<file path="src/dcb_defs.svh">
// Offsets, field positions, reset values and timing counts of the clock gating block
`ifndef DCB_DEFS_SVH
`define DCB_DEFS_SVH

`define DCB_NUM_OUT        12
`define DCB_CTRL_OFFSET    32'h0000_0000
`define DCB_STATUS_OFFSET  32'h0000_0004
`define DCB_CTRL_RESET     12'hFFF
`define DCB_STAT_LOCK_BIT  12
`define DCB_STAT_PD_BIT    13
`define DCB_CLK_MHZ        100
`define DCB_STAB_TIME_US   1500
`define DCB_STAB_LIMIT_US  1800
`define DCB_GATE_DELAY     3'd4
`define DCB_PD_SAMPLES     2'd2

`endif

</file>
<file path="src/dcb_pkg.sv">
// Types shared by the clock gating block
package dcb_pkg;

    typedef struct packed {
        logic [11:0] p;
        logic [11:0] n;
    } dcb_diff_t;

    typedef struct packed {
        logic p;
        logic n;
    } dcb_leg_t;

    typedef enum logic [1:0] {
        PWR_OFF,
        PWR_STAB,
        PWR_RUN
    } dcb_pwr_t;

endpackage

</file>
<file path="src/dcb_gate.sv">
// Output gating, power-down and power-up sequencing for the twelve-output clock buffer
//
// Local design decisions: the address map and register access over APB.
`timescale 1ns/1ns
`include "dcb_defs.svh"

module dcb_gate
    import dcb_pkg::*;
#(
    parameter int STAB_CYCLES = `DCB_STAB_TIME_US * `DCB_CLK_MHZ
)
(
    // Clock and reset
    input  wire logic        pclk,
    input  wire logic        presetn,
    // APB slave
    input  wire logic        psel,
    input  wire logic        penable,
    input  wire logic        pwrite,
    input  wire logic [31:0] paddr,
    input  wire logic [31:0] pwdata,
    output logic      [31:0] prdata,
    output logic             pready,
    output logic             pslverr,
    // Device pins
    input  wire logic        power_good_down_n,
    input  wire logic        ref_clock_valid,
    input  wire logic [11:0] out_enable_n,
    // Clock outputs and PLL state
    output dcb_diff_t        diff_clock_out,
    output dcb_leg_t         feedback_clock_out,
    output logic             pll_on
);

    logic [11:0] ctrl_reg;
    logic [11:0] oe_meta_reg;
    logic [11:0] oe_sync_reg;
    logic [11:0] gate_reg;
    logic [11:0] gate_next;
    logic [11:0] req;
    logic [2:0]  cnt_reg [12];
    logic [1:0]  pd_cnt_reg;
    logic [17:0] stab_cnt_reg;
    logic        phase_reg;
    logic [31:0] prdata_reg;
    dcb_pwr_t    state_reg;
    dcb_diff_t   diff_reg;
    dcb_leg_t    fb_reg;
    logic        run;
    logic        rise_en;
    logic        fall_en;
    logic        pd_stop;
    logic        setup;
    logic        hit;

    function automatic logic addr_hit(input logic [31:0] a);
        addr_hit = (a == `DCB_CTRL_OFFSET) || (a == `DCB_STATUS_OFFSET);
    endfunction

    // Zero-wait slave; read data is latched in the setup cycle
    assign setup   = psel & ~penable;
    assign hit     = addr_hit(paddr);
    assign pready  = 1'b1;
    assign pslverr = psel & penable & ~hit;
    assign prdata  = prdata_reg;

    always_ff @(posedge pclk or negedge presetn)
    begin
        if (!presetn)
            ctrl_reg <= `DCB_CTRL_RESET;
        else if (psel && penable && pwrite && paddr == `DCB_CTRL_OFFSET)
            ctrl_reg <= pwdata[11:0];
    end

    always_ff @(posedge pclk or negedge presetn)
    begin
        if (!presetn)
            prdata_reg <= 32'h0000_0000;
        else if (setup && !pwrite)
        begin
            prdata_reg <= 32'h0000_0000;
            if (paddr == `DCB_CTRL_OFFSET)
                prdata_reg[11:0] <= ctrl_reg;
            else if (paddr == `DCB_STATUS_OFFSET)
            begin
                prdata_reg[11:0]                <= gate_reg;
                prdata_reg[`DCB_STAT_LOCK_BIT]  <= run;
                prdata_reg[`DCB_STAT_PD_BIT]    <= ~pll_on;
            end
        end
    end

    // Pins change with no relation to pclk; only the second stage is used
    always_ff @(posedge pclk or negedge presetn)
    begin
        if (!presetn)
        begin
            oe_meta_reg <= 12'hFFF;
            oe_sync_reg <= 12'hFFF;
        end
        else
        begin
            oe_meta_reg <= out_enable_n;
            oe_sync_reg <= oe_meta_reg;
        end
    end

    // Output clock is pclk divided by two
    assign run     = (state_reg == PWR_RUN);
    assign rise_en = run & ~phase_reg;
    assign fall_en = run & phase_reg;
    assign pd_stop = fall_en && pd_cnt_reg == `DCB_PD_SAMPLES;
    assign pll_on  = (state_reg != PWR_OFF);

    always_ff @(posedge pclk or negedge presetn)
    begin
        if (!presetn)
            phase_reg <= 1'b0;
        else if (run && !pd_stop)
            phase_reg <= ~phase_reg;
        else
            phase_reg <= 1'b0;
    end

    always_ff @(posedge pclk or negedge presetn)
    begin
        if (!presetn)
            pd_cnt_reg <= 2'd0;
        else if (!run)
            pd_cnt_reg <= 2'd0;
        else if (rise_en)
        begin
            if (power_good_down_n)
                pd_cnt_reg <= 2'd0;
            else if (pd_cnt_reg != `DCB_PD_SAMPLES)
                pd_cnt_reg <= pd_cnt_reg + 2'd1;
        end
    end

    always_ff @(posedge pclk or negedge presetn)
    begin
        if (!presetn)
        begin
            state_reg    <= PWR_OFF;
            stab_cnt_reg <= 18'd0;
        end
        else
        begin
            case (state_reg)
                PWR_OFF:
                begin
                    stab_cnt_reg <= 18'd0;
                    if (power_good_down_n && ref_clock_valid)
                        state_reg <= PWR_STAB;
                end
                PWR_STAB:
                begin
                    if (!power_good_down_n || !ref_clock_valid)
                        state_reg <= PWR_OFF;
                    else if (stab_cnt_reg == 18'(STAB_CYCLES - 1))
                        state_reg <= PWR_RUN;
                    else
                        stab_cnt_reg <= stab_cnt_reg + 18'd1;
                end
                PWR_RUN:
                begin
                    if (pd_stop)
                        state_reg <= PWR_OFF;
                end
                default:
                    state_reg <= PWR_OFF;
            endcase
        end
    end

    assign req = ctrl_reg & ~oe_sync_reg;

    // Count rising output edges while request and gate disagree, act on a falling edge
    always_ff @(posedge pclk or negedge presetn)
    begin
        if (!presetn)
        begin
            for (int i = 0; i < 12; i++)
                cnt_reg[i] <= 3'd0;
        end
        else
        begin
            for (int i = 0; i < 12; i++)
            begin
                if (!run || req[i] == gate_reg[i] || fall_en && cnt_reg[i] == `DCB_GATE_DELAY)
                    cnt_reg[i] <= 3'd0;
                else if (rise_en && cnt_reg[i] != `DCB_GATE_DELAY)
                    cnt_reg[i] <= cnt_reg[i] + 3'd1;
            end
        end
    end

    always_comb
    begin
        gate_next = gate_reg;
        for (int i = 0; i < 12; i++)
            if (fall_en && req[i] != gate_reg[i] && cnt_reg[i] == `DCB_GATE_DELAY)
                gate_next[i] = req[i];
        if (pd_stop || !run)
            gate_next = 12'h000;
    end

    always_ff @(posedge pclk or negedge presetn)
    begin
        if (!presetn)
            gate_reg <= 12'h000;
        else
            gate_reg <= gate_next;
    end

    // Legs come from flip-flops so no gate output ever glitches
    always_ff @(posedge pclk or negedge presetn)
    begin
        if (!presetn)
        begin
            diff_reg <= '0;
            fb_reg   <= '0;
        end
        else
        begin
            diff_reg.p <= {12{run & ~phase_reg & ~pd_stop}} & gate_next;
            diff_reg.n <= {12{run & phase_reg & ~pd_stop}} & gate_next;
            fb_reg.p   <= run & ~phase_reg & ~pd_stop;
            fb_reg.n   <= run & phase_reg & ~pd_stop;
        end
    end

    assign diff_clock_out     = diff_reg;
    assign feedback_clock_out = fb_reg;
endmodule

</file>
<file path="config.mk">
export PLATFORM = sky130hd
export DESIGN_NAME = dcb_gate
export DESIGN_NICKNAME = d
export VERILOG_FILES = /design/src/dcb_pkg.sv /design/src/dcb_gate.sv
export VERILOG_INCLUDE_DIRS = /design/src
export SDC_FILE = /design/constraint.sdc
export NUM_CORES = 1
export LEC_CHECK = 0
export BUFFER_PORTS_ARGS = -buffer_cell sky130_fd_sc_hd__buf_4
export CAP_MARGIN = 20
export CORE_UTILIZATION = 30
export CTS_CLUSTER_DIAMETER = 30
export CTS_CLUSTER_SIZE = 28
export DETAILED_ROUTE_END_ITERATION = 16
export SYNTH_ARGS = -nofsm -noshare
export SYNTH_HDL_FRONTEND = slang
export SYNTH_SLANG_ARGS = --single-unit
</file>
<file path="constraint.sdc">
create_clock -name pclk -period 1.6 [get_ports pclk]
set_input_delay 0.24 -clock pclk [delete_from_list [all_inputs] [get_ports pclk]]
set_output_delay 0.24 -clock pclk [all_outputs]
set_load 0.02 [all_outputs]
</file>
==> results of run 1 <==
==> final timing paths <==
path                                       from         endpoint  slack [ps]  depth (start not counted)
worst min-delay path                  pwdata[1]      ctrl_reg[1]          50                          2
min in group asynchronous               presetn       cnt_reg[6]         290                          2
worst min register to register   oe_meta_reg[8]   oe_sync_reg[8]         360                          0
max in group asynchronous               presetn   oe_meta_reg[4]         640                          3
worst max-delay path            stab_cnt_reg[4]  stab_cnt_reg[3]        -140                          7
worst max register to register  stab_cnt_reg[4]  stab_cnt_reg[3]        -140                          7
==> layout by cell type, fill, tap and decap left out, drive strengths merged, types with 2 or more instances in the layout <==
cell type / n
o211ai: 12
o31ai: 8
nand3: 33
dfrtp: 110
inv: 36
a31oi: 5
o21ai: 20
mux2i: 15
clkbuf: 22
xnor2: 13
nand2: 77
a21oi: 43
ha: 26
dlygate4sd3: 13
nor4b: 2
a22o: 3
nor3: 32
nand4: 7
clkinvlp: 3
clkinv: 4
nor2: 64
dfstp: 36
bufinv: 3
and4b: 12
a22oi: 12
buf: 181
nand2b: 3
nor2b: 14
conb: 19
mux2: 12
nor4: 10
and3: 2
==> final cells by class <==
cell class | count | area share, %
inverter | 33 | 1.27
timing repair buffer | 197 | 17.9
clock inverter | 13 | 1.81
clock buffer | 19 | 4.54
tap | 280 | 3.59
multi-input combinational | 454 | 32.9
sequential | 146 | 37.9
==> routing by layer <==
layer / wire (um) / GRT usage [%] / vias to the layer above
met4: 288 / 4.71 / 0
met2: 8800 / 24.4 / 89
met5: 0 / 0 / -
met1: 7640 / 19.3 / 2614
met3: 665 / 3.75 / 21
li1: - / - / 2641
==> worst register-to-register path: stages (launching register included) <==
cell and delay (ps):
dfrtp_1 410, nor4b_4 300, nand4_1 130, buf_6 160, o31ai_4 340, buf_6 200, o21ai_2 60, o31ai_2 60
==> per-stage QoR <==
stage                     area (um^2)  hold slack [ps]  TNS, ps  worst slack, ps  total power, W
after floorplan                  6950            -55.6    -1190            -91.5         0.00396
final                            9750             45.2    -2210             -145         0.00836
after global placement           8340              178    -5570             -172         0.00419
after detailed placement         8340              180    -5900             -189         0.00419
after global routing             9750             37.9    -5090             -267         0.00862
after CTS                        9180             32.8    -2120             -170         0.00844
==> timing repair <==
| item | in CTS | in global routing |
|---|---|---|
| hold buffers | 13 | 0 |
| pin swaps | 8 | 46 |
| resized for setup | 23 | 88 |
| endpoints found under the setup margin | 25 | 94 |
| buffers inserted | 3 | 13 |
| cloned | 0 | 6 |
| hold endpoints to repair | 37 | 0 |
==> power groups by stage <==
stage | logic (W) | clock network (W) | registers, W
after floorplan | 0.000130 | 0 | 0.00382
after global placement | 0.000364 | 0 | 0.00383
after detailed placement | 0.000367 | 0 | 0.00383
after CTS | 0.000402 | 0.00427 | 0.00376
after global routing | 0.000456 | 0.00440 | 0.00376
final | 0.000416 | 0.00418 | 0.00376
==> cells by family after synthesis <==
logic type	synth area share, %
adders and majority gates	4.80
buffers and inverters	5.65
and+or+nand+nor	19.2
DFF	54.5
xor gates and xnor gates	1.68
other	0.111
AOI/OAI and AO/OA	9.85
muxes	4.21
==> flow_summary.toml, run 1 <==
[grt]
grt_pass1_wl_um = 27100
grt_remaining_overflow = 0
antenna_found_initial = 0
grt_usage_pct = 14.9
grt_max_degree = 50
grt_pass1_vias = 5305

[worst_setup_path]
worstPathMaxFanout = 8
worstSetupPathType = "flip-flop to flip-flop"
end_kind = "flip-flop"
max_stage_delay_ps = 410
arrival_ps = 2080
critPathBufInv = 2
slowest_stage = "dfrtp_1"
required_ps = 1940
cp_common_cell = "buf_6"
cp-start-kind = "flip-flop"
crit_family = "compound AO/OA/AOI/OAI gates"
path_cells = "nor4b_4 > nand4_1 > buf_6 > o31ai_4 > buf_6 > o21ai_2 > o31ai_2"

[clock_network]
cts_root_buffer = "clkbuf_16"
h-tree-depth = 4
tritoncts = "built"
clk_latency_ps = 430
clk_pin_slew_ps = 60
cts_buffer_depth = 2
cts_made_buffers = 17
clock_sinks = 146

[synth]
synth.ff_latch_count = 146
synthFlopType = "dfrtp_1"
yosys-top-cells-area = "dfrtp_1 (41%), dfstp_2 (14%), ha_1 (4.8%)"
avgSynthCellArea_um2 = 10.3
synth_top_area_share_pct = 40.6
synth_common_cells = "dfrtp_1 (110), nand2_1 (77), nor2_1 (64), a21oi_1 (43), dfstp_2 (36)"
netlist_instances = 660
synth_top_cell_by_area = "dfrtp_1"
yosysMostFrequentCell = "dfrtp_1"
synth_edf_count = 0
netlist_area_mm2 = 0.00678
synth_cell_types = 47
synth-async-reset-ratio_pct = 100
yosysSeqAreaShare_pct = 54.5
ys_warn_count = 0

[power]
switching_share_pct = 22.7
peakVddDrop_mv = 0.600
p_seq_share_pct = 45.0
p_int_w = 0.00646
netSwitchingPower_w = 0.00190
power.leakage_nw = 4.27
clkPwrFrac_pct = 50.0
comb_power_share_pct = 5.0
power.density_mw_per_mm2 = 857

[run]
maxCapViolations = 0

[place]
dpl.hpwl_um = 11500
gp_congestion = 0.761
place.port_buffers = 104
placed_cells = 1076

[layout]
register_area_mm2 = 0.00370
largest_reg_flops = 36
multi_input_area_mm2 = 0.00321
drive_above_1_share_pct = 40.3
diodes = 0
fin_util_pct = 44.3
nets = 958
syn2layout_area_growth_pct = 43.8
final_cells = 1142
fillers = 2072

[outcome]
violations = "DRC, setup timing"
status = "finished, violations left"

[drt]
postRouteAntennaNets = 0
wirelength_um = 17400
drc_errors = 2
initialDrtViolationCount = 202
wire_per_inst_um = 15.2
vias_per_cell = 4.70
firstDrtPassIters = 10
num_vias = 5365

[floorplanning]
die_y_um = 152
die_w_um = 152
die_area_mm2 = 0.0232
initial_utilization_pct = 30.8
rows = 54
core-area_mm2 = 0.0220
io_pins = 144

[sta]
clock_skew_ps = 11.1
finalMaxSlewViolations = 0
finalSetupViolations = 27
fmax_ghz = 0.573
fin_ws_ps = -145
rsz0062_at_grt = "true"
min_period_over_period_pct = 109
period_needed_ps = 1740
finalHoldViolCount = 0

[hold_path]
hp-class = "input port to flip-flop"
Note: power is estimated with default switching activity, not from simulation.
==> run 2: changes to the inputs <==
CTS_BUF_LIST = sky130_fd_sc_hd__clkbuf_2 sky130_fd_sc_hd__clkbuf_4 sky130_fd_sc_hd__clkbuf_8   (was not set)
clock period = 1.9 ns   (was 1.6 ns; I/O delays follow)
==> flow_summary.toml, run 2 (synthesized netlist as in run 1, its figures left out) <==
[sta]
fin_ws_ps = 130
clock_skew_ps = 12.7
period_needed_ps = 1770
finalMaxSlewViolations = 0
rsz0062_at_grt = "false"
finalSetupViolations = 0
fmax_ghz = 0.565
finalHoldViolCount = 0
min_period_over_period_pct = 93.2

[place]
place.port_buffers = 104
placed_cell_area_mm2 = 0.00804
dpl.hpwl_um = 11100
place_ws_ps = -4.69
gp_congestion = 0.754

[grt]
grt_usage_pct = 14.0
grt_pass1_vias = 5006
grt_remaining_overflow = 0
grt_max_degree = 50
antenna_found_initial = 0
grt_pass1_wl_um = 25400

[worst_setup_path]
arrival_ps = 1490
cp-start-kind = "input port"
crit_family = "simple AND/OR/NAND/NOR gates"
critPathBufInv = 3
cp_common_cell = "buf_4"
max_stage_delay_ps = 350
required_ps = 1620
path_cells = "buf_4 > nor4_1 > nand4_2 > buf_4 > o211a_1 > buf_4"
slowest_stage = "nor4_1"
worstSetupPathType = "input port to output port"
worstPathMaxFanout = 3
end_kind = "output port"

[layout]
final_common_cell = "buf_4"
drive_above_1_share_pct = 27.9
syn2layout_area_growth_pct = 26.5
nets = 912
multi_input_area_mm2 = 0.00278
fin_area_mm2 = 0.00858
diodes = 0
register_area_mm2 = 0.00370
layout_common_cells = "buf_4 (132), dfrtp_1 (110), nand2_1 (77)"
largest_reg_flops = 36
fillers = 2193

[floorplanning]
die_w_um = 152
initial_utilization_pct = 30.8
rows = 54
die_y_um = 152
io_pins = 144
die_area_mm2 = 0.0232
core-area_mm2 = 0.0220

[outcome]
status = "finished, violations left"
violations = "DRC"

[power]
power.leakage_nw = 3.80
power.density_mw_per_mm2 = 686
peakVddDrop_mv = 0.366

[drt]
firstDrtPassIters = 10
wire_per_inst_um = 14.0
postRouteAntennaNets = 0
vias_per_cell = 4.62
initialDrtViolationCount = 243
wirelength_um = 15400
drc_errors = 3
num_vias = 5067

[run]
maxCapViolations = 0

[clock_network]
clk_pin_slew_ps = 80
postCtsSetupBuffers = 0
h-tree-depth = 4
clk_latency_ps = 440
clock_sinks = 146
cts_made_buffers = 17
cts_buffer_depth = 2
tritoncts = "built"
cts_root_buffer = "clkbuf_8"

[hold_path]
hp-class = "input port to flip-flop"
[run 2: cell count changes in the layout (fill, tap and decap cells not counted), moves of 17 or more]
cell	delta
buf_4	-21
buf_6	-17
clkbuf_16	-20
clkbuf_8	+17
o21ai_0	+17
[run 2: final cells by class]
class | count | share of cell area [%]
clock buffers | 20 | 3.06
clock inverters | 12 | 1.56
inverters | 33 | 1.44
multi-input cells | 454 | 32.4
flip-flops and latches | 146 | 43.1
well taps | 280 | 4.08
repair buffers | 151 | 14.4
[run 2: final timing paths]
kind,start,endpoint,slack [ps],cells past startpoint
min reg2reg,oe_meta_reg[1],oe_sync_reg[1],350,0
max reg2reg,stab_cnt_reg[6],stab_cnt_reg[17],150,5
max,paddr[17],pslverr,130,6
min,pwdata[11],ctrl_reg[11],80,2
max in group asynchronous,presetn,oe_sync_reg[3],900,3
min in group asynchronous,presetn,cnt_reg[8],310,2
[run 2: per-stage QoR]
step	power (W)	TNS [ps]	instances	hold WS [ps]	util [%]
finish	0.00588	0	1096	78.4	38.9
global route	0.00613	0	1096	41.7	38.9
CTS	0.00598	0	1096	46.7	38.9
detailed placement	0.00350	-4.69	1051	216	36.5
global placement	0.00350	0	1051	211	36.5
floorplan	0.00332	0	677	-10.6	-
[run 2: report_power, final]
part / leakage, nW / total, W / switching, W / internal, W
sequential: 1.91 / 0.00316 / 0.00000873 / 0.00315
clock: 0.200 / 0.00242 / 0.00119 / 0.00123
combinational: 1.68 / 0.000296 / 0.000164 / 0.000132
total: 3.80 / 0.00588 / 0.00136 / 0.00452
[run 2: per-layer routing]
layer,track usage (%),wire [um],vias to the layer above
li1,-,-,2533
met1,17.8,7140,2445
met2,23.2,7550,80
met3,3.47,472,9
met4,4.47,206,0
met5,0,0,-
[run 2: timing repair]
item,4_1_cts,5_1_grt
resized for setup,0,2
hold buffers,13,0
endpoints found under the setup margin,0,3
endpoints found under the hold margin,43,0
[run 2: worst reg2reg max path: stages (launching register included)]
cell     delay, ps
dfrtp_1        430
nand4_1        200
or4_1          600
nor3_2         200
xnor2_1        140
o21ai_1         80
==> run 3: changes to the inputs <==
CORE_ASPECT_RATIO = 1.25   (was not set)
==> flow_summary.toml, run 3 (synthesized netlist as in run 1, its figures left out) <==
[clock_network]
clock_sinks = 146
clk_latency_ps = 460
cts_buffer_depth = 2
cts_made_buffers = 17
h-tree-depth = 4
tritoncts = "built"
clk_pin_slew_ps = 80
cts_root_buffer = "clkbuf_8"

[grt]
grt_max_degree = 45
grt_remaining_overflow = 0
grt_usage_pct = 14.4
antenna_found_initial = 0
grt_pass1_vias = 5065
grt_pass1_wl_um = 25700

[drt]
wirelength_um = 15300
vias_per_cell = 4.68
wire_per_inst_um = 13.9
num_vias = 5153
firstDrtPassIters = 5
drc_errors = 0
initialDrtViolationCount = 270
postRouteAntennaNets = 0

[floorplanning]
rows = 61
initial_utilization_pct = 30.5
io_pins = 144
die_w_um = 136
die_y_um = 170
die_area_mm2 = 0.0232
core-area_mm2 = 0.0222

[layout]
final_cells = 1102
nets = 915
diodes = 0
final_common_cell = "buf_4"
syn2layout_area_growth_pct = 27.9
fillers = 2139
largest_reg_flops = 36
fin_area_mm2 = 0.00867
drive_above_1_share_pct = 28.2
layout_common_cells = "buf_4 (133), dfrtp_1 (110), nand2_1 (77)"

[sta]
finalSetupViolations = 0
rsz0062_at_grt = "true"
min_period_over_period_pct = 94.1
clock_skew_ps = 15.5
finalHoldViolCount = 0
fmax_ghz = 0.559
finalMaxSlewViolations = 0
period_needed_ps = 1790
tns_ps = 0
fin_ws_ps = 112

[place]
placed_cells = 1056
gp_congestion = 0.756
dpl.hpwl_um = 11300
placed_cell_area_mm2 = 0.00809
place_ws_ps = -23.9
place.port_buffers = 104

[worst_setup_path]
cp-start-kind = "input port"
required_ps = 1620
worstSetupPathType = "input port to output port"
arrival_ps = 1500
worstPathMaxFanout = 3
reg2reg_depth = 7
end_kind = "output port"

[hold_path]
holdPathStages = 2
hp-class = "input port to flip-flop"

[power]
clkPwrFrac_pct = 43.8
power.leakage_nw = 3.83
power.density_mw_per_mm2 = 710
netSwitchingPower_w = 0.00139
p_seq_share_pct = 51.4
switching_share_pct = 22.5
peakVddDrop_mv = 0.394
comb_power_share_pct = 4.9
p_int_w = 0.00477

[run]
maxCapViolations = 0

[outcome]
status = "finished clean"
[run 3: final timing paths]
kind | startpoint | endpoint | slack, ps
worst min register to register | oe_meta_reg[8] | oe_sync_reg[8] | 360
worst max register to register | stab_cnt_reg[10] | stab_cnt_reg[13] | 120
max in group asynchronous | presetn | oe_sync_reg[0] | 920
min in group asynchronous | presetn | cnt_reg[10] | 320
worst min-delay path | pwdata[11] | ctrl_reg[11] | 60
worst max-delay path | paddr[26] | pslverr | 110
[run 3: stage by stage]
step	utilization (%)	hold slack [ps]	total power [W]
final	39.1	64.1	0.00616
after global placement	36.4	252	0.00351
after global routing	39.1	37.0	0.00638
after floorplan	-	-10.6	0.00332
after detailed placement	36.4	252	0.00351
after CTS	39.0	33.1	0.00624
[run 3: worst max-delay path, cell delays in order]
cell     delay [ps]
buf_4           110
nor4_1          360
nand4_2         200
buf_4           190
o211a_1         210
buf_4           150
[run 3: routing by layer]
metal / global-route usage [%] / part of all wire (%) / routed length (um)
met1: 17.6 / 44 / 6670
met2: 23.8 / 50 / 7630
met3: 3.34 / 3.7 / 573
met4: 6.96 / 2.8 / 428
met5: 0 / 0 / 0
[run 3: what timing repair did]
action                                 CTS  global route
buffers inserted                         1             0
endpoints found under the hold margin   52             0
pin swaps                                1             0
setup endpoints to repair                9            12
hold buffers                            13             0
gates resized for setup                  1             1
[run 3: cell type report]
class	count	area, um^2	area share [%]
Multi-Input combinational cell	454	2780	32.0
Timing Repair Buffer	154	1280	14.8
Clock buffer	19	255	2.94
Sequential cell	146	3700	42.6
Inverter	33	124	1.43
Clock inverter	13	185	2.14
Tap cell	283	354	4.08
[run 3: power groups by stage]
stage / Clock (W) / Sequential [W] / Combinational, W
floorplan: 0 / 0.00322 / 0.000104
global placement: 0 / 0.00322 / 0.000284
detailed placement: 0 / 0.00322 / 0.000286
CTS: 0.00277 / 0.00316 / 0.000308
global route: 0.00288 / 0.00317 / 0.000336
finish: 0.00269 / 0.00316 / 0.000299
